`src/core/obd_pkg.sv`:
```
// Shared constants, types and helper functions of the operand and branch decoder
package obd_pkg;
  // ********************************
  // Operand byte and opcode fields
  // ********************************
  localparam int FORM_HI = 7;
  localparam int FORM_LO = 6;
  localparam int REG_HI  = 5;
  localparam int REG_LO  = 3;
  localparam int BASE_HI = 2;
  localparam int BASE_LO = 0;
  localparam int W_BIT   = 0;
  localparam int D_BIT   = 1;
  localparam int V_BIT   = 1;
  localparam int S_BIT   = 1;
  localparam int SEG_HI  = 4;
  localparam int SEG_LO  = 3;
  localparam logic [1:0] FORM_NO_DISP = 2'h0;
  localparam logic [1:0] FORM_DISP8   = 2'h1;
  localparam logic [1:0] FORM_DISP16  = 2'h2;
  localparam logic [1:0] FORM_REG     = 2'h3;
  localparam logic [2:0] BASE_DIRECT  = 3'h6;
  localparam logic [2:0] HALF_SPLIT   = 3'h4;
  // ********************************
  // Opcodes
  // ********************************
  localparam logic [7:0] OPC_LOCK      = 8'hF0;
  localparam logic [7:0] REP_MASK      = 8'hFE;
  localparam logic [7:0] REP_MATCH     = 8'hF2;
  localparam logic [7:0] SEG_MASK      = 8'hE7;
  localparam logic [7:0] SEG_MATCH     = 8'h26;
  localparam logic [7:0] ESC_MASK      = 8'hF8;
  localparam logic [7:0] ESC_MATCH     = 8'hD8;
  localparam logic [7:0] GRP4_MASK     = 8'hFC;
  localparam logic [7:0] SHIFT_MATCH   = 8'hD0;
  localparam logic [7:0] IMMGRP_MATCH  = 8'h80;
  localparam logic [7:0] STR_MASK      = 8'hFE;
  localparam logic [7:0] STORE_MATCH   = 8'hAA;
  localparam logic [7:0] JCC_MASK      = 8'hF0;
  localparam logic [7:0] JCC_MATCH     = 8'h70;
  localparam logic [7:0] RET_MASK      = 8'hF6;
  localparam logic [7:0] RET_MATCH     = 8'hC2;
  localparam logic [7:0] OPC_LOOP_NEQ  = 8'hE0;
  localparam logic [7:0] OPC_LOOPZ     = 8'hE1;
  localparam logic [7:0] OPC_LOOP      = 8'hE2;
  localparam logic [7:0] OPC_CXZ       = 8'hE3;
  localparam logic [7:0] OPC_INT3      = 8'hCC;
  localparam logic [7:0] OPC_INT       = 8'hCD;
  localparam logic [7:0] OPC_OVERFLOW_TRAP      = 8'hCE;
  localparam logic [7:0] OPC_CALL_NEAR = 8'hE8;
  localparam logic [7:0] OPC_JMP_NEAR  = 8'hE9;
  localparam logic [7:0] OPC_JMP_SHORT = 8'hEB;
  localparam logic [7:0] OPC_CALL_FAR  = 8'h9A;
  localparam logic [7:0] OPC_JMP_FAR   = 8'hEA;
  localparam logic [7:0] OPC_GRP_FF    = 8'hFF;
  localparam logic [7:0] INT3_TYPE     = 8'h03;
  localparam logic [7:0] OVF_TYPE      = 8'h04;
  localparam logic [15:0] NEAR_POP     = 16'h0002;
  localparam logic [15:0] FAR_POP      = 16'h0004;
  // ********************************
  // Status word bit positions
  // ********************************
  localparam int OVF_BIT = 11;
  localparam int DIR_BIT = 10;
  localparam int IEN_BIT = 9;
  localparam int TRP_BIT = 8;
  localparam int SGN_BIT = 7;
  localparam int ZER_BIT = 6;
  localparam int AUX_BIT = 4;
  localparam int PAR_BIT = 2;
  localparam int CRY_BIT = 0;
  // ********************************
  // Types
  // ********************************
  typedef enum logic [2:0] {ST_OPC, ST_MODRM, ST_DISP, ST_IMM, ST_DONE} obd_state_t;
  typedef struct packed { logic [2:0] idx; logic hi_half; } obd_sel_t;
  typedef struct packed {
    logic overflow_flag, direction_flag, int_enable_flag, trap_flag;
    logic sign_flag, zero_flag, aux_carry_flag, parity_flag, carry_flag;
  } obd_flags_t;
  typedef struct packed {
    logic [15:0] acc_word, loop_counter, base_reg, frame_base;
    logic [15:0] src_index, dest_index, stack_top;
  } obd_regs_t;
  typedef struct packed { logic modrm; logic [2:0] imm_len; logic imm_sext; } obd_cls_t;
  typedef struct packed {
    logic [7:0]  opcode;
    logic        has_modrm;
    logic [1:0]  form;
    logic [2:0]  reg_f;
    logic [2:0]  base_f;
    logic        word_op;
    logic        dir_to_reg;
    obd_sel_t    dst_sel;
    obd_sel_t    src_sel;
    logic        rm_is_reg;
    logic [15:0] disp;
    logic [15:0] effective_addr;
    logic        direct_addr;
    logic [15:0] imm;
    logic [15:0] seg_imm;
    logic [3:0]  length;
    logic [7:0]  shift_count;
    logic        branch_taken;
    logic [15:0] loop_counter_new;
    logic        int_req;
    logic [7:0]  int_type;
    logic        is_ret;
    logic        ret_far;
    logic [15:0] stack_top_new;
    logic        coproc_escape;
    logic        lock;
    logic        rep;
    logic        rep_z;
    logic        rep_continue;
    logic        seg_valid;
    logic [1:0]  seg;
    logic        store_string;
    logic [15:0] store_data;
  } obd_result_t;
  // ********************************
  // Functions
  // ********************************
  function automatic logic [15:0] sext8(input logic [7:0] b);
    return {{8{b[7]}}, b};
  endfunction : sext8
  function automatic obd_flags_t flags_unpack(input logic [15:0] w);
    return '{w[OVF_BIT], w[DIR_BIT], w[IEN_BIT], w[TRP_BIT], w[SGN_BIT],
             w[ZER_BIT], w[AUX_BIT], w[PAR_BIT], w[CRY_BIT]};
  endfunction : flags_unpack
  function automatic obd_sel_t sel_decode(input logic [2:0] code, input logic word);
    obd_sel_t s;
    s.idx     = code;
    s.hi_half = 1'b0;
    if (!word && code >= HALF_SPLIT) begin
      s.idx     = code - HALF_SPLIT;
      s.hi_half = 1'b1;
    end
    return s;
  endfunction : sel_decode
endpackage : obd_pkg

```
`src/core/obd_decoder.sv`:
```
// Instruction byte sequencer and decode result builder
// What this block does
// RULE1 - Form 11 makes base field a register
// RULE2 - Form 00: zero displacement, no bytes
// RULE3 - Form 01: one byte, sign-extended
// RULE4 - Form 10: two bytes, high:low
// RULE5 - Base 000-011: paired register sums
// RULE6 - Base 100-111: single register plus displacement
// RULE7 - Form 00 base 110: direct address
// RULE8 - Displacement bytes precede immediate bytes
// RULE9 - s:w 01 word immediate, 11 sign-extended
// RULE10 - Shift count one or low counter byte
// RULE11 - Direction and width bits steer operands
// RULE12 - Register code maps word or byte half
// RULE13 - Repeat compare bit tested against zero
// RULE14 - Status word bit packing
// RULE15 - Above/below unsigned, greater/less signed
// RULE16 - Loop-until-equal decrements, tests counter and zero
// RULE17 - Counter-zero branch leaves counter unchanged
// RULE18 - Overflow trap only with overflow set
// RULE19 - Near/far return with optional stack adjust
// RULE20 - Escape decodes operand, hands to coprocessor
// RULE21 - Lock prefix holds bus for next instruction
// RULE22 - Store string writes low byte or word
// RULE23 - One decode result per instruction
`timescale 1ns/1ps
module obd_decoder
  import obd_pkg::*;
(
  input  wire logic        clk,
  input  wire logic        rst_b,
  input  wire logic        byte_valid,
  input  wire logic [7:0]  byte_data,
  output logic             byte_ready,
  input  wire obd_regs_t   regs,
  input  wire logic [15:0] status_word,
  input  wire logic        res_ready,
  output logic             res_valid,
  output obd_result_t      res,
  output logic             bus_lock
);
  // ********************************
  // Opcode classing
  // ********************************
  function automatic obd_cls_t op_class(input logic [7:0] op);
    obd_cls_t c;
    c = '{1'b0, 3'h0, 1'b0};
    if (op[7:6] == 2'h0 && op[2] == 1'b0) begin
      c.modrm = 1'b1;
    end else if (op[7:6] == 2'h0 && op[2:1] == 2'h2) begin
      c.imm_len = op[W_BIT] ? 3'h2 : 3'h1;
    end else if ((op & GRP4_MASK) == IMMGRP_MATCH) begin
      c.modrm    = 1'b1;
      c.imm_len  = (op[1:0] == 2'h1) ? 3'h2 : 3'h1; // RULE9
      c.imm_sext = op[S_BIT] & op[W_BIT]; // RULE9
    end else if ((op & GRP4_MASK) == SHIFT_MATCH || (op & ESC_MASK) == ESC_MATCH
                 || op == OPC_GRP_FF) begin
      c.modrm = 1'b1; // RULE20
    end else if ((op & JCC_MASK) == JCC_MATCH || (op & GRP4_MASK) == OPC_LOOP_NEQ
                 || op == OPC_JMP_SHORT) begin
      c.imm_len  = 3'h1;
      c.imm_sext = 1'b1; // RULE17
    end else if (op == OPC_CALL_NEAR || op == OPC_JMP_NEAR
                 || ((op & RET_MASK) == RET_MATCH && !op[W_BIT])) begin
      // Plain returns carry no stack adjust bytes
      c.imm_len = 3'h2; // RULE19
    end else if (op == OPC_CALL_FAR || op == OPC_JMP_FAR) begin
      c.imm_len = 3'h4;
    end else if (op == OPC_INT) begin
      c.imm_len = 3'h1;
    end
    return c;
  endfunction : op_class

  function automatic logic [2:0] disp_len(input logic [7:0] m);
    unique case (m[FORM_HI:FORM_LO])
      FORM_NO_DISP: return (m[BASE_HI:BASE_LO] == BASE_DIRECT) ? 3'h2 : 3'h0; // RULE2
      FORM_DISP8:   return 3'h1; // RULE3
      FORM_DISP16:  return 3'h2; // RULE4
      FORM_REG:     return 3'h0; // RULE1
    endcase
  endfunction : disp_len

  // ********************************
  // Sequencer state
  // ********************************
  obd_state_t  st_r, st_nxt;
  obd_cls_t    cls_r, cls_nxt, cls_new;
  logic [7:0]  op_r, op_nxt;
  logic [7:0]  modrm_r, modrm_nxt;
  logic [15:0] disp_r, disp_nxt;
  logic [31:0] imm_r, imm_nxt;
  logic [2:0]  cnt_r, cnt_nxt;
  logic [1:0]  idx_r, idx_nxt;
  logic [3:0]  len_r, len_nxt;
  logic        lock_r, lock_nxt;
  logic        rep_r, rep_nxt;
  logic        repz_r, repz_nxt;
  logic        segv_r, segv_nxt;
  logic [1:0]  seg_r, seg_nxt;
  logic        fire;
  logic        slot_free;
  logic        finish;
  logic [2:0]  dn;

  assign byte_ready = (st_r != ST_DONE);
  assign fire       = byte_valid && byte_ready;
  assign slot_free  = !res_valid || res_ready;
  assign finish     = (st_r == ST_DONE) && slot_free;

  always_comb begin
    st_nxt    = st_r;
    cls_nxt   = cls_r;
    op_nxt    = op_r;
    modrm_nxt = modrm_r;
    disp_nxt  = disp_r;
    imm_nxt   = imm_r;
    cnt_nxt   = cnt_r;
    idx_nxt   = idx_r;
    len_nxt   = len_r;
    lock_nxt  = lock_r;
    rep_nxt   = rep_r;
    repz_nxt  = repz_r;
    segv_nxt  = segv_r;
    seg_nxt   = seg_r;
    cls_new   = op_class(byte_data);
    dn        = disp_len(byte_data);
    if (fire) begin
      len_nxt = len_r + 4'h1;
    end
    unique case (st_r)
      ST_OPC: if (fire) begin
        if (byte_data == OPC_LOCK) begin
          lock_nxt = 1'b1; // RULE21
        end else if ((byte_data & REP_MASK) == REP_MATCH) begin
          rep_nxt  = 1'b1;
          repz_nxt = byte_data[0]; // RULE13
        end else if ((byte_data & SEG_MASK) == SEG_MATCH) begin
          segv_nxt = 1'b1;
          seg_nxt  = byte_data[SEG_HI:SEG_LO];
        end else begin
          op_nxt    = byte_data;
          cls_nxt   = cls_new;
          modrm_nxt = 8'h00;
          disp_nxt  = 16'h0000;
          imm_nxt   = 32'h0000_0000;
          idx_nxt   = 2'h0;
          cnt_nxt   = cls_new.imm_len;
          if (cls_new.modrm) begin
            st_nxt = ST_MODRM;
          end else if (cls_new.imm_len != 3'h0) begin
            st_nxt = ST_IMM;
          end else begin
            st_nxt = ST_DONE;
          end
        end
      end
      ST_MODRM: if (fire) begin
        modrm_nxt = byte_data;
        if (dn != 3'h0) begin
          cnt_nxt = dn;
          st_nxt  = ST_DISP; // RULE8
        end else if (cls_r.imm_len != 3'h0) begin
          st_nxt = ST_IMM;
        end else begin
          st_nxt = ST_DONE;
        end
      end
      ST_DISP: if (fire) begin
        // Low byte arrives first
        if (idx_r == 2'h0) begin
          disp_nxt[7:0] = byte_data; // RULE4
        end else begin
          disp_nxt[15:8] = byte_data; // RULE4
        end
        idx_nxt = idx_r + 2'h1;
        cnt_nxt = cnt_r - 3'h1;
        if (cnt_r == 3'h1) begin
          idx_nxt = 2'h0;
          cnt_nxt = cls_r.imm_len;
          st_nxt  = (cls_r.imm_len != 3'h0) ? ST_IMM : ST_DONE; // RULE8
        end
      end
      ST_IMM: if (fire) begin
        imm_nxt = imm_r | ({24'h00_0000, byte_data} << {idx_r, 3'h0}); // RULE19
        idx_nxt = idx_r + 2'h1;
        cnt_nxt = cnt_r - 3'h1;
        if (cnt_r == 3'h1) begin
          st_nxt = ST_DONE;
        end
      end
      ST_DONE: if (slot_free) begin
        st_nxt   = ST_OPC;
        len_nxt  = 4'h0;
        lock_nxt = 1'b0;
        rep_nxt  = 1'b0;
        repz_nxt = 1'b0;
        segv_nxt = 1'b0;
      end
    endcase
  end

  always_ff @(posedge clk or negedge rst_b) begin
    if (!rst_b) begin
      st_r    <= ST_OPC;
      cls_r   <= '{1'b0, 3'h0, 1'b0};
      op_r    <= 8'h00;
      modrm_r <= 8'h00;
      disp_r  <= 16'h0000;
      imm_r   <= 32'h0000_0000;
      cnt_r   <= 3'h0;
      idx_r   <= 2'h0;
      len_r   <= 4'h0;
      lock_r  <= 1'b0;
      rep_r   <= 1'b0;
      repz_r  <= 1'b0;
      segv_r  <= 1'b0;
      seg_r   <= 2'h0;
    end else begin
      st_r    <= st_nxt;
      cls_r   <= cls_nxt;
      op_r    <= op_nxt;
      modrm_r <= modrm_nxt;
      disp_r  <= disp_nxt;
      imm_r   <= imm_nxt;
      cnt_r   <= cnt_nxt;
      idx_r   <= idx_nxt;
      len_r   <= len_nxt;
      lock_r  <= lock_nxt;
      rep_r   <= rep_nxt;
      repz_r  <= repz_nxt;
      segv_r  <= segv_nxt;
      seg_r   <= seg_nxt;
    end
  end

  // ********************************
  // Operand and branch evaluation
  // ********************************
  obd_flags_t  flags;
  logic [15:0] ea_disp;
  logic [15:0] ea_addr;
  logic        ea_direct;
  logic        br_taken;
  logic [15:0] br_counter;
  logic        br_trap;

  assign flags = flags_unpack(status_word); // RULE14

  obd_ea u_ea (
    .form           (modrm_r[FORM_HI:FORM_LO]),
    .base           (modrm_r[BASE_HI:BASE_LO]),
    .disp_lo        (disp_r[7:0]),
    .disp_hi        (disp_r[15:8]),
    .regs           (regs),
    .disp           (ea_disp),
    .effective_addr (ea_addr),
    .direct         (ea_direct)
  );

  obd_branch u_branch (
    .opcode       (op_r),
    .flags        (flags),
    .loop_counter (regs.loop_counter),
    .taken        (br_taken),
    .counter_new  (br_counter),
    .ovf_trap     (br_trap)
  );

  // ********************************
  // Decode result
  // ********************************
  obd_result_t res_r, res_nxt;
  logic        res_valid_r, res_valid_nxt;
  logic        bus_lock_r, bus_lock_nxt;
  obd_sel_t    reg_sel;
  obd_sel_t    rm_sel;
  logic        w;
  logic        d;

  assign res_valid = res_valid_r;
  assign res       = res_r;
  assign bus_lock  = bus_lock_r;

  always_comb begin
    res_nxt       = res_r;
    res_valid_nxt = res_valid_r && !res_ready;
    w             = op_r[W_BIT];
    d             = op_r[D_BIT];
    reg_sel       = sel_decode(modrm_r[REG_HI:REG_LO], w); // RULE12
    rm_sel        = sel_decode(modrm_r[BASE_HI:BASE_LO], w); // RULE1
    if (finish) begin
      res_valid_nxt          = 1'b1; // RULE23
      res_nxt.opcode         = op_r;
      res_nxt.has_modrm      = cls_r.modrm;
      res_nxt.form           = modrm_r[FORM_HI:FORM_LO];
      res_nxt.reg_f          = modrm_r[REG_HI:REG_LO];
      res_nxt.base_f         = modrm_r[BASE_HI:BASE_LO];
      res_nxt.word_op        = w; // RULE11
      res_nxt.dir_to_reg     = d; // RULE11
      res_nxt.dst_sel        = d ? reg_sel : rm_sel; // RULE11
      res_nxt.src_sel        = d ? rm_sel : reg_sel; // RULE11
      res_nxt.rm_is_reg      = cls_r.modrm && modrm_r[FORM_HI:FORM_LO] == FORM_REG; // RULE1
      res_nxt.disp           = cls_r.modrm ? ea_disp : 16'h0000;
      res_nxt.effective_addr = ea_addr; // RULE20
      res_nxt.direct_addr    = cls_r.modrm && ea_direct;
      res_nxt.imm            = cls_r.imm_sext ? sext8(imm_r[7:0]) : imm_r[15:0]; // RULE9
      res_nxt.seg_imm        = imm_r[31:16];
      res_nxt.length         = len_r;
      res_nxt.shift_count    = 8'h00;
      if ((op_r & GRP4_MASK) == SHIFT_MATCH) begin
        res_nxt.shift_count = op_r[V_BIT] ? regs.loop_counter[7:0] : 8'h01; // RULE10
      end
      res_nxt.branch_taken     = br_taken; // RULE15
      res_nxt.loop_counter_new = br_counter; // RULE16
      res_nxt.int_req          = op_r == OPC_INT || op_r == OPC_INT3 || br_trap; // RULE18
      res_nxt.int_type         = (op_r == OPC_INT) ? imm_r[7:0]
                               : (op_r == OPC_INT3) ? INT3_TYPE : OVF_TYPE;
      res_nxt.is_ret           = (op_r & RET_MASK) == RET_MATCH; // RULE19
      res_nxt.ret_far          = op_r[3]; // RULE19
      // Stack adjust applies after the return address has been popped
      res_nxt.stack_top_new    = regs.stack_top + (op_r[3] ? FAR_POP : NEAR_POP)
                               + (op_r[0] ? 16'h0000 : imm_r[15:0]); // RULE19
      res_nxt.coproc_escape    = (op_r & ESC_MASK) == ESC_MATCH; // RULE20
      res_nxt.lock             = lock_r; // RULE21
      res_nxt.rep              = rep_r;
      res_nxt.rep_z            = repz_r;
      res_nxt.rep_continue     = rep_r && (flags.zero_flag == repz_r); // RULE13
      res_nxt.seg_valid        = segv_r;
      res_nxt.seg              = seg_r;
      res_nxt.store_string     = (op_r & STR_MASK) == STORE_MATCH; // RULE22
      res_nxt.store_data       = w ? regs.acc_word : {8'h00, regs.acc_word[7:0]}; // RULE22
    end
    // Lock spans prefix through acceptance of the locked instruction
    bus_lock_nxt = lock_nxt || (res_valid_nxt && res_nxt.lock); // RULE21
  end

  always_ff @(posedge clk or negedge rst_b) begin
    if (!rst_b) begin
      res_r       <= '0;
      res_valid_r <= 1'b0;
      bus_lock_r  <= 1'b0;
    end else begin
      res_r       <= res_nxt;
      res_valid_r <= res_valid_nxt;
      bus_lock_r  <= bus_lock_nxt;
    end
  end
endmodule : obd_decoder

```
`src/core/obd_ea.sv`:
```
// Displacement and effective address former
`timescale 1ns/1ps
module obd_ea
  import obd_pkg::*;
(
  input  wire logic [1:0]  form,
  input  wire logic [2:0]  base,
  input  wire logic [7:0]  disp_lo,
  input  wire logic [7:0]  disp_hi,
  input  wire obd_regs_t   regs,
  output logic      [15:0] disp,
  output logic      [15:0] effective_addr,
  output logic             direct
);
  logic [15:0] sum;

  always_comb begin
    direct = (form == FORM_NO_DISP) && (base == BASE_DIRECT); // RULE7
    unique case (form)
      FORM_NO_DISP: disp = direct ? {disp_hi, disp_lo} : 16'h0000; // RULE2
      FORM_DISP8:   disp = sext8(disp_lo); // RULE3
      FORM_DISP16:  disp = {disp_hi, disp_lo}; // RULE4
      FORM_REG:     disp = 16'h0000;
    endcase
    unique case (base)
      3'h0: sum = regs.base_reg + regs.src_index; // RULE5
      3'h1: sum = regs.base_reg + regs.dest_index; // RULE5
      3'h2: sum = regs.frame_base + regs.src_index; // RULE5
      3'h3: sum = regs.frame_base + regs.dest_index; // RULE5
      3'h4: sum = regs.src_index; // RULE6
      3'h5: sum = regs.dest_index; // RULE6
      3'h6: sum = regs.frame_base; // RULE6
      3'h7: sum = regs.base_reg; // RULE6
    endcase
    // Address wraps within the 16-bit offset space
    effective_addr = direct ? disp : sum + disp; // RULE7
  end
endmodule : obd_ea

```
`src/core/obd_branch.sv`:
```
// Branch, loop and overflow trap condition evaluator
`timescale 1ns/1ps
module obd_branch
  import obd_pkg::*;
(
  input  wire logic [7:0]  opcode,
  input  wire obd_flags_t  flags,
  input  wire logic [15:0] loop_counter,
  output logic             taken,
  output logic      [15:0] counter_new,
  output logic             ovf_trap
);
  logic [15:0] dec;
  logic        cond;

  always_comb begin
    dec         = loop_counter - 16'h0001;
    counter_new = loop_counter;
    unique case (opcode[3:1])
      3'h0: cond = flags.overflow_flag;
      3'h1: cond = flags.carry_flag; // RULE15
      3'h2: cond = flags.zero_flag;
      3'h3: cond = flags.carry_flag | flags.zero_flag; // RULE15
      3'h4: cond = flags.sign_flag;
      3'h5: cond = flags.parity_flag;
      3'h6: cond = flags.sign_flag ^ flags.overflow_flag; // RULE15
      3'h7: cond = (flags.sign_flag ^ flags.overflow_flag) | flags.zero_flag; // RULE15
    endcase
    taken = 1'b0;
    if ((opcode & JCC_MASK) == JCC_MATCH) begin
      taken = cond ^ opcode[0];
    end else begin
      unique case (opcode)
        OPC_LOOP_NEQ: begin
          counter_new = dec; // RULE16
          taken       = (dec != 16'h0000) && !flags.zero_flag; // RULE16
        end
        OPC_LOOPZ: begin
          counter_new = dec;
          taken       = (dec != 16'h0000) && flags.zero_flag;
        end
        OPC_LOOP: begin
          counter_new = dec;
          taken       = dec != 16'h0000;
        end
        OPC_CXZ: taken = loop_counter == 16'h0000; // RULE17
        OPC_CALL_NEAR, OPC_JMP_NEAR, OPC_JMP_SHORT, OPC_CALL_FAR, OPC_JMP_FAR: taken = 1'b1;
        default: taken = 1'b0;
      endcase
    end
    ovf_trap = (opcode == OPC_OVERFLOW_TRAP) && flags.overflow_flag; // RULE18
  end
endmodule : obd_branch

```
`config.mk`:
```
export PLATFORM = sky130hd
export DESIGN_NAME = obd_decoder
export DESIGN_NICKNAME = d
export VERILOG_FILES = /design/src/core/obd_pkg.sv /design/src/core/obd_decoder.sv /design/src/core/obd_ea.sv /design/src/core/obd_branch.sv
export SDC_FILE = /design/constraint.sdc
export NUM_CORES = 1
export LEC_CHECK = 0
export ABC_AREA = 1
export BUFFER_PORTS_ARGS = -buffer_cell sky130_fd_sc_hd__buf_2
export CORE_ASPECT_RATIO = 1.75
export CORE_MARGIN = 8
export CORE_UTILIZATION = 55
export CTS_CLUSTER_DIAMETER = 200
export CTS_CLUSTER_SIZE = 16
export DETAILED_ROUTE_END_ITERATION = 8
export PLACE_DENSITY = 0.84
export SLEW_MARGIN = 20
export SYNTH_ARGS = -nofsm -noshare
export SYNTH_HDL_FRONTEND = slang
export SYNTH_SLANG_ARGS = --single-unit
```
`constraint.sdc`:
```
create_clock -name clk -period 10.9 [get_ports clk]
set_clock_uncertainty 0.15 [all_clocks]
set_input_delay 1.09 -clock clk [delete_from_list [all_inputs] [get_ports clk]]
set_output_delay 1.09 -clock clk [all_outputs]
set_load 0.02 [all_outputs]
```
==> results of run 1 <==
worst min-delay path: stages, from the launching register on:
cell	delay (ns)
dfrtp_1	0.34
nand2_1	0.05
nand2_1	0.05
logic make-up (layout without fill, tap and decap cells):
kind of cell,after synthesis,in the layout,synth area share (%)
other cells,0,2,0
simple gates,918,918,24.04
xor+xnor,36,36,1.986
fa+ha+maj,86,86,7.061
compound gates,490,490,17.52
flops,260,260,40.98
buf+inv,339,593,8.417
power breakdown:
| group | switching, mW | internal (mW) |
|---|---|---|
| registers | 0.266 | 1.32 |
| clock network | 0.336 | 0.343 |
| logic | 1.91 | 0.901 |
| total | 2.51 | 2.57 |
area by class of cell:
cell class	count	area [µm²]
sequential	260	6506
antenna	2	5.005
clock inverter	1	16.27
multi-input combinational	1530	8039
inverter	256	968.4
fill	2576	10360
timing repair buffer	315	1624
clock buffer	21	525.5
tap	378	473.0
final timing paths:
path | cells after the start | end | from
worst min register to register | 2 | res[7] | res[7]
max in group asynchronous | 2 | imm_r[15] | rst_b
min in group asynchronous | 1 | res[57] | rst_b
worst max-delay path | 19 | res[129] | modrm_r[0]
worst min-delay path | 2 | res[7] | res[7]
worst max register to register | 19 | res[129] | modrm_r[0]
sequential cells by signal (all words and copies together) (netlist names):
register	cells
imm_r	32
cls_r	5
st_r	3
len_r	4
rep_r	1
op_r	8
segv_r	1
seg_r	2
idx_r	2
res	171
bus_lock	1
lock_r	1
res_valid	1
modrm_r	8
disp_r	16
cnt_r	3
repz_r	1
metal layers:
metal / global-route usage (%) / wire length, µm / up-vias / part of all wire [%]
met5: 0 / 40 / - / 0.077
met2: 53.99 / 26770 / 669 / 51
met1: 30.12 / 17880 / 7351 / 34
li1: - / - / 7464 / -
met4: 21.93 / 3978 / 6 / 7.6
met3: 4.278 / 3386 / 216 / 6.5
Yosys cell counts (19+ instances only):
| master | count | area share [%] |
|---|---|---|
| nand2_1 | 590 | 14 |
| nand3_1 | 88 | 2.8 |
| o21ai_1 | 19 | 0.60 |
| inv_1 | 241 | 5.7 |
| a21oi_1 | 149 | 4.7 |
| o21ai_0 | 218 | 6.9 |
| nor3_1 | 23 | 0.73 |
| clkbuf_1 | 46 | 1.1 |
| xor2_1 | 24 | 1.3 |
| buf_2 | 25 | 0.79 |
| dfrtp_1 | 260 | 41 |
| nor2_1 | 151 | 3.6 |
| ha_1 | 80 | 6.3 |
through the flow:
stage          util, %  instance area, µm²  setup slack, ns
6_report         63.66               18160            4.764
5_1_grt          63.65               18150            4.234
4_1_cts          63.64               18150            4.786
3_5_place_dp     61.74               17610            4.811
3_3_place_gp     61.74               17610            4.941
2_1_floorplan        -               15880            6.678
==> impl_metrics.tcl, run 1 <==
set metrics [dict create \
    wl_per_cell_um 18.84 \
    slew_headroom_pct 27.19 \
    dpl.hpwl_mm 40.35 \
    crit_type "flip-flop to flip-flop" \
    grt_pass1_wl_mm 80.81 \
    worstMarginPinSlew_ns 1.092 \
    syn_avg_cell_area_um2 7.457 \
    rows 82 \
    hp-class "flip-flop to flip-flop" \
    drtIter0Drc 1114 \
    clk_pin_slew_ns 0.08 \
    viasPerCell 5.684 \
    status "complete, no violations" \
    ctsResizeCount 0 \
    cp_top_family "compound AO/OA/AOI/OAI gates" \
    clock_path_buffers 3 \
    setup_viol 0 \
    clock.fmax_mhz 163.0 \
    grtUsageTotal_pct 29.71 \
    startpoint_type "flip-flop" \
    io_buffers 305 \
    fin_crit_ns 6.136 \
    power.density_nw_per_um2 279.7 \
    netlist_area_um2 15880 \
    synth_edf_count 0 \
    end_kind "flip-flop" \
    grt_max_degree 186 \
    syn_nets 2355 \
    ant_nets 0 \
    arrival_ns 6.43 \
    grt_pass1_vias 15845 \
    core_um2 28520 \
    yosysWarnings 0 \
    die_h_um 240.8 \
    irDropWorstVdd_uv 172.7 \
    fin_crit_sh_pct 56.29 \
    total_leakage_power_nw 9.686 \
    cpMaxStageDelayCell "o311ai_0" \
    drive_gt1_share_pct 16.28 \
    holdBufCountCts 0 \
    gp_congestion 0.9625 \
    antenna_found_initial 5 \
    fin_tns_setup_ns 0 \
    ios 317 \
    rsz0062_at_grt "no" \
    htreeDepth 1 \
    cp_common_cell "a21oi_1" \
    r2r_slack_ns 4.76 \
    die_w_um 144.4 \
    cpPeakStageDelay_ns 0.85 \
    syn_to_final_growth_pct 14.37 \
    ys_seq_area_share_pct 40.98 \
    drt_wl_total_mm 52.06 \
    overflow 0 \
    die-area_um2 34770 \
    cts.sinks 260 \
    layout_commonest_cell "nand2_1" \
    crit_required_ns 11.20 \
    vias 15706 \
    placedCellCount 2739 \
    num-nets-final 2609 \
    crit_fanout 31 \
    start_util_pct 55.66 \
    finalHoldViolations 0 \
    clockRootBuffer "clkbuf_16" \
    firstDrtPassIters 5 \
    async_reset_ff_share_pct 100.0 \
    slew_violations 0 \
    total_power_mw 5.079 \
    cts_tree "yes" \
    layout_common_cells "590 x nand2_1, 304 x buf_2, 260 x dfrtp_1" \
    path_cells "nor2_2 -> nand2_1 -> o21ai_0 -> ha_1 -> inv_1 -> fa_1 -> o311ai_0 -> or2_2 -> a21oi_1 -> a41oi_1 -> ha_1 -> a21oi_1 -> o21a_1 -> o211ai_1 -> a21oi_1 -> inv_1 -> nand3_1 -> nand3_1 -> a21oi_1" \
    drv_cap 0 \
    ys_ff_latch 260 \
    clk_latency_ns 0.52 \
    post_cts_buffers 0 \
    fin_cells 2763 \
    whs_ns 0.3162 \
    synth_ff_type "dfrtp_1" \
    cts_made_buffers 20 \
    syn_inst 2129 \
    crit_buf_inv 2 \
    netlist-cell-type-count 58 \
    drc_errors 0 \
]
Note: power is estimated with default switching activity, not from simulation.
==> run 2: changes to the inputs <==
--- a/config.mk
+++ b/config.mk
@@ -5,15 +5,15 @@
 export SDC_FILE = /design/constraint.sdc
 export NUM_CORES = 1
 export LEC_CHECK = 0
-export ABC_AREA = 1
+export ABC_AREA = 0
 export BUFFER_PORTS_ARGS = -buffer_cell sky130_fd_sc_hd__buf_2
 export CORE_ASPECT_RATIO = 1.75
 export CORE_MARGIN = 8
-export CORE_UTILIZATION = 55
+export CORE_UTILIZATION = 51
 export CTS_CLUSTER_DIAMETER = 200
 export CTS_CLUSTER_SIZE = 16
 export DETAILED_ROUTE_END_ITERATION = 8
-export PLACE_DENSITY = 0.84
+export PLACE_DENSITY = 0.82
 export SLEW_MARGIN = 20
 export SYNTH_ARGS = -nofsm -noshare
 export SYNTH_HDL_FRONTEND = slang
==> constraint.sdc (replaced) <==
create_clock -name clk -period 5.57 [get_ports clk]
set_clock_uncertainty 0.15 [all_clocks]
set_input_delay 0.557 -clock clk [delete_from_list [all_inputs] [get_ports clk]]
set_output_delay 0.557 -clock clk [all_outputs]
set_load 0.02 [all_outputs]
==> impl_metrics.tcl, run 2 <==
set metrics [dict create \
    crit_fanout 4 \
    synthAdderAreaFrac_pct 7.274 \
    io_buffers 305 \
    status "complete, no violations" \
    clk_pin_slew_ns 0.08 \
    fin_crit_ns 5.184 \
    die_w_um 147.4 \
    netlist-cell-type-count 80 \
    viasPerCell 5.837 \
    synth_top_family_by_area "simple AND/OR/NAND/NOR gates" \
    synth_ff_type "dfrtp_1" \
    grt_pass1_wl_mm 74.38 \
    drv_cap 0 \
    synth_compound_area_share_pct 17.01 \
    netlist_area_um2 15410 \
    clock_path_buffers 3 \
    synth_area_leader_cell "dfrtp_1" \
    rows 84 \
    met3_usage_pct 3.546 \
    total_leakage_power_nw 8.964 \
    syn_inst 1740 \
    clock.fmax_mhz 192.9 \
    fin_crit_sh_pct 93.07 \
    largest_register_ffs 171 \
    synthTopCellsByArea "dfrtp_1 42%, nand2_1 9.7%, ha_1 6.5%, o21ai_0 4.8%, a21oi_1 3.6%" \
    clk_latency_ns 0.52 \
    crit_required_ns 5.86 \
    drt_wl_total_mm 47.39 \
    core_um2 29950 \
    hp-class "input port to flip-flop" \
    layout_commonest_cell "nand2_1" \
    num-nets-final 2219 \
    grt_pass1_vias 14111 \
    start_util_pct 51.45 \
    slew_headroom_pct 32.15 \
    setup_viol 0 \
    startpoint_type "flip-flop" \
    min_from "regs[99]" \
    arrival_ns 5.48 \
    gp_congestion 0.9327 \
    htreeDepth 1 \
    cp_common_cell "a21oi_1" \
    drive_gt1_share_pct 21.92 \
    ys_ff_latch 260 \
    irDropWorstVdd_uv 341.1 \
    utilization_pct 59.52 \
    overflow 0 \
    cts_made_buffers 20 \
    power.density_nw_per_um2 489.4 \
    clockRootBuffer "clkbuf_16" \
    synth_top_area_share_pct 42.21 \
    r2r_start "modrm_r[2]" \
    synthSimpleGateAreaFrac_pct 19.63 \
    end_kind "flip-flop" \
    die-area_um2 36260 \
    ios 317 \
    slew_violations 0 \
    cts_tree "yes" \
    syn_to_final_growth_pct 15.68 \
    critPathLaunch "modrm_r[2]" \
    syn_nets 1966 \
    async_reset_ff_share_pct 100.0 \
    ys_seq_area_share_pct 42.21 \
    crit_type "flip-flop to flip-flop" \
    grt_max_degree 127 \
    synth_edf_count 0 \
    cpPeakStageDelay_ns 0.43 \
    yosysMostFrequentCell "nand2_1" \
    cp_top_family "compound AO/OA/AOI/OAI gates" \
    min_path_cells 3 \
    die_h_um 246.0 \
    grt.busiest_layer "met2" \
    grtUsageTotal_pct 25.27 \
    fin_tns_setup_ns 0 \
    synthMuxAreaShare_pct 6.689 \
    vias 13916 \
    grtUsageMet2_pct 45.12 \
    wl_per_cell_um 19.88 \
    synth_common_cells "398 x nand2_1, 260 x dfrtp_1, 148 x o21ai_0, 110 x a21oi_1, 108 x nor2_1" \
    drc_errors 0 \
    drtIter0Drc 809 \
    rsz0062_at_grt "no" \
    cts.sinks 260 \
    gr-usage-met1_pct 28.50 \
    worstMarginPinSlew_ns 1.010 \
    ant_nets 0 \
    yosysWarnings 0 \
    layout_common_cells "398 x nand2_1, 304 x buf_2, 259 x dfrtp_1" \
    synth-xor-area-share_pct 3.410 \
    dpl.hpwl_mm 35.67 \
    crit_buf_inv 2 \
    path_depth 26 \
    cpMaxStageDelayCell "dfrtp_1" \
    finalHoldViolations 0 \
    rr_worst_depth 26 \
    firstDrtPassIters 5 \
    antenna_found_initial 3 \
    syn_avg_cell_area_um2 8.858 \
]
run 2: cell types whose count changed after synthesis, sizes merged, moves of 23 or more:
cell | before | now
inv | 254 | 45
nand2 | 594 | 399
o21ai | 237 | 151
nor2 | 163 | 108
nand3 | 90 | 37
mux2 | 0 | 44
a21oi | 151 | 112
nor2b | 0 | 31
clkbuf | 46 | 75
a22o | 0 | 23
xnor2 | 12 | 35
run 2: worst reg2reg max path, cell delays in order (launching register included):
cell	delay, ns
dfrtp_1	0.43
clkinv_1	0.08
nand3_1	0.14
mux2_2	0.27
ha_1	0.18
inv_1	0.07
fa_1	0.43
nand3b_1	0.20
a21boi_1	0.19
o21ai_1	0.12
a21boi_1	0.21
o21ai_1	0.12
nand2_1	0.12
xor2_1	0.16
nand2_1	0.07
o211ai_1	0.11
o21a_1	0.16
ha_1	0.27
a21o_1	0.19
a21o_1	0.19
a21oi_1	0.20
o21ai_0	0.15
a21oi_1	0.19
a21oi_1	0.11
xnor2_1	0.16
mux2_1	0.35
o21ai_2	0.10
run 2: repair_timing:
| item | in CTS | in global routing |
|---|---|---|
| setup buffers | 0 | 1 |
| setup endpoints to repair | 0 | 2 |
| hold buffers | 1 | 0 |
| hold endpoints to repair | 34 | 0 |
| resized for setup | 0 | 8 |
run 2: report_power, final:
group | total (mW) | internal, mW | switching [mW]
registers | 3.14 | 2.53 | 0.616
clock network | 1.33 | 0.675 | 0.660
logic | 4.25 | 1.55 | 2.70
total | 8.73 | 4.75 | 3.97
run 2: area by class of cell:
type	instances	area [µm²]
antenna	3	7.507
clock buffer	22	529.3
clock inverter	1	16.27
fill	2673	12120
inverter	47	176.4
multi-input combinational	1336	8372
sequential	260	6507
tap	387	484.2
timing repair buffer	328	1737
run 2: per-layer routing:
| metal | share of wire, % | routed length (µm) |
|---|---|---|
| met5 | 0 | 0 |
| met1 | 38 | 17950 |
| met4 | 5.5 | 2601 |
| met2 | 52 | 24420 |
| met3 | 5.1 | 2425 |
run 2: through the flow:
stage               hold WS [ns]  instance area, µm²  setup slack (ns)  std cells  total power, mW
detailed placement        0.3012               17240            0.2159       2356            7.401
finish                   0.08920               17830            0.3862       2384            8.726
CTS                      0.06836               17800            0.1809       2380            8.763
global route             0.08438               17830           0.01722       2384            9.354
floorplan                 0.1114               15410            0.3346       1740            5.994
global placement          0.2967               17240            0.3109       2356            7.247
run 2: cell families after synthesis:
| family | Yosys count |
|---|---|
| compound gates | 421 |
| xor+xnor | 60 |
| fa+ha+maj | 86 |
| buf+inv | 144 |
| flops | 260 |
| mux | 80 |
| simple gates | 689 |
run 2: worst paths after layout:
check / end / slack [ns]
worst min register to register: res[85] / 0.32
worst max register to register: res[129] / 0.39
max in group asynchronous: repz_r / 3.38
worst min-delay path: res[3] / 0.09
min in group asynchronous: res[3] / 0.54
worst max-delay path: res[129] / 0.39
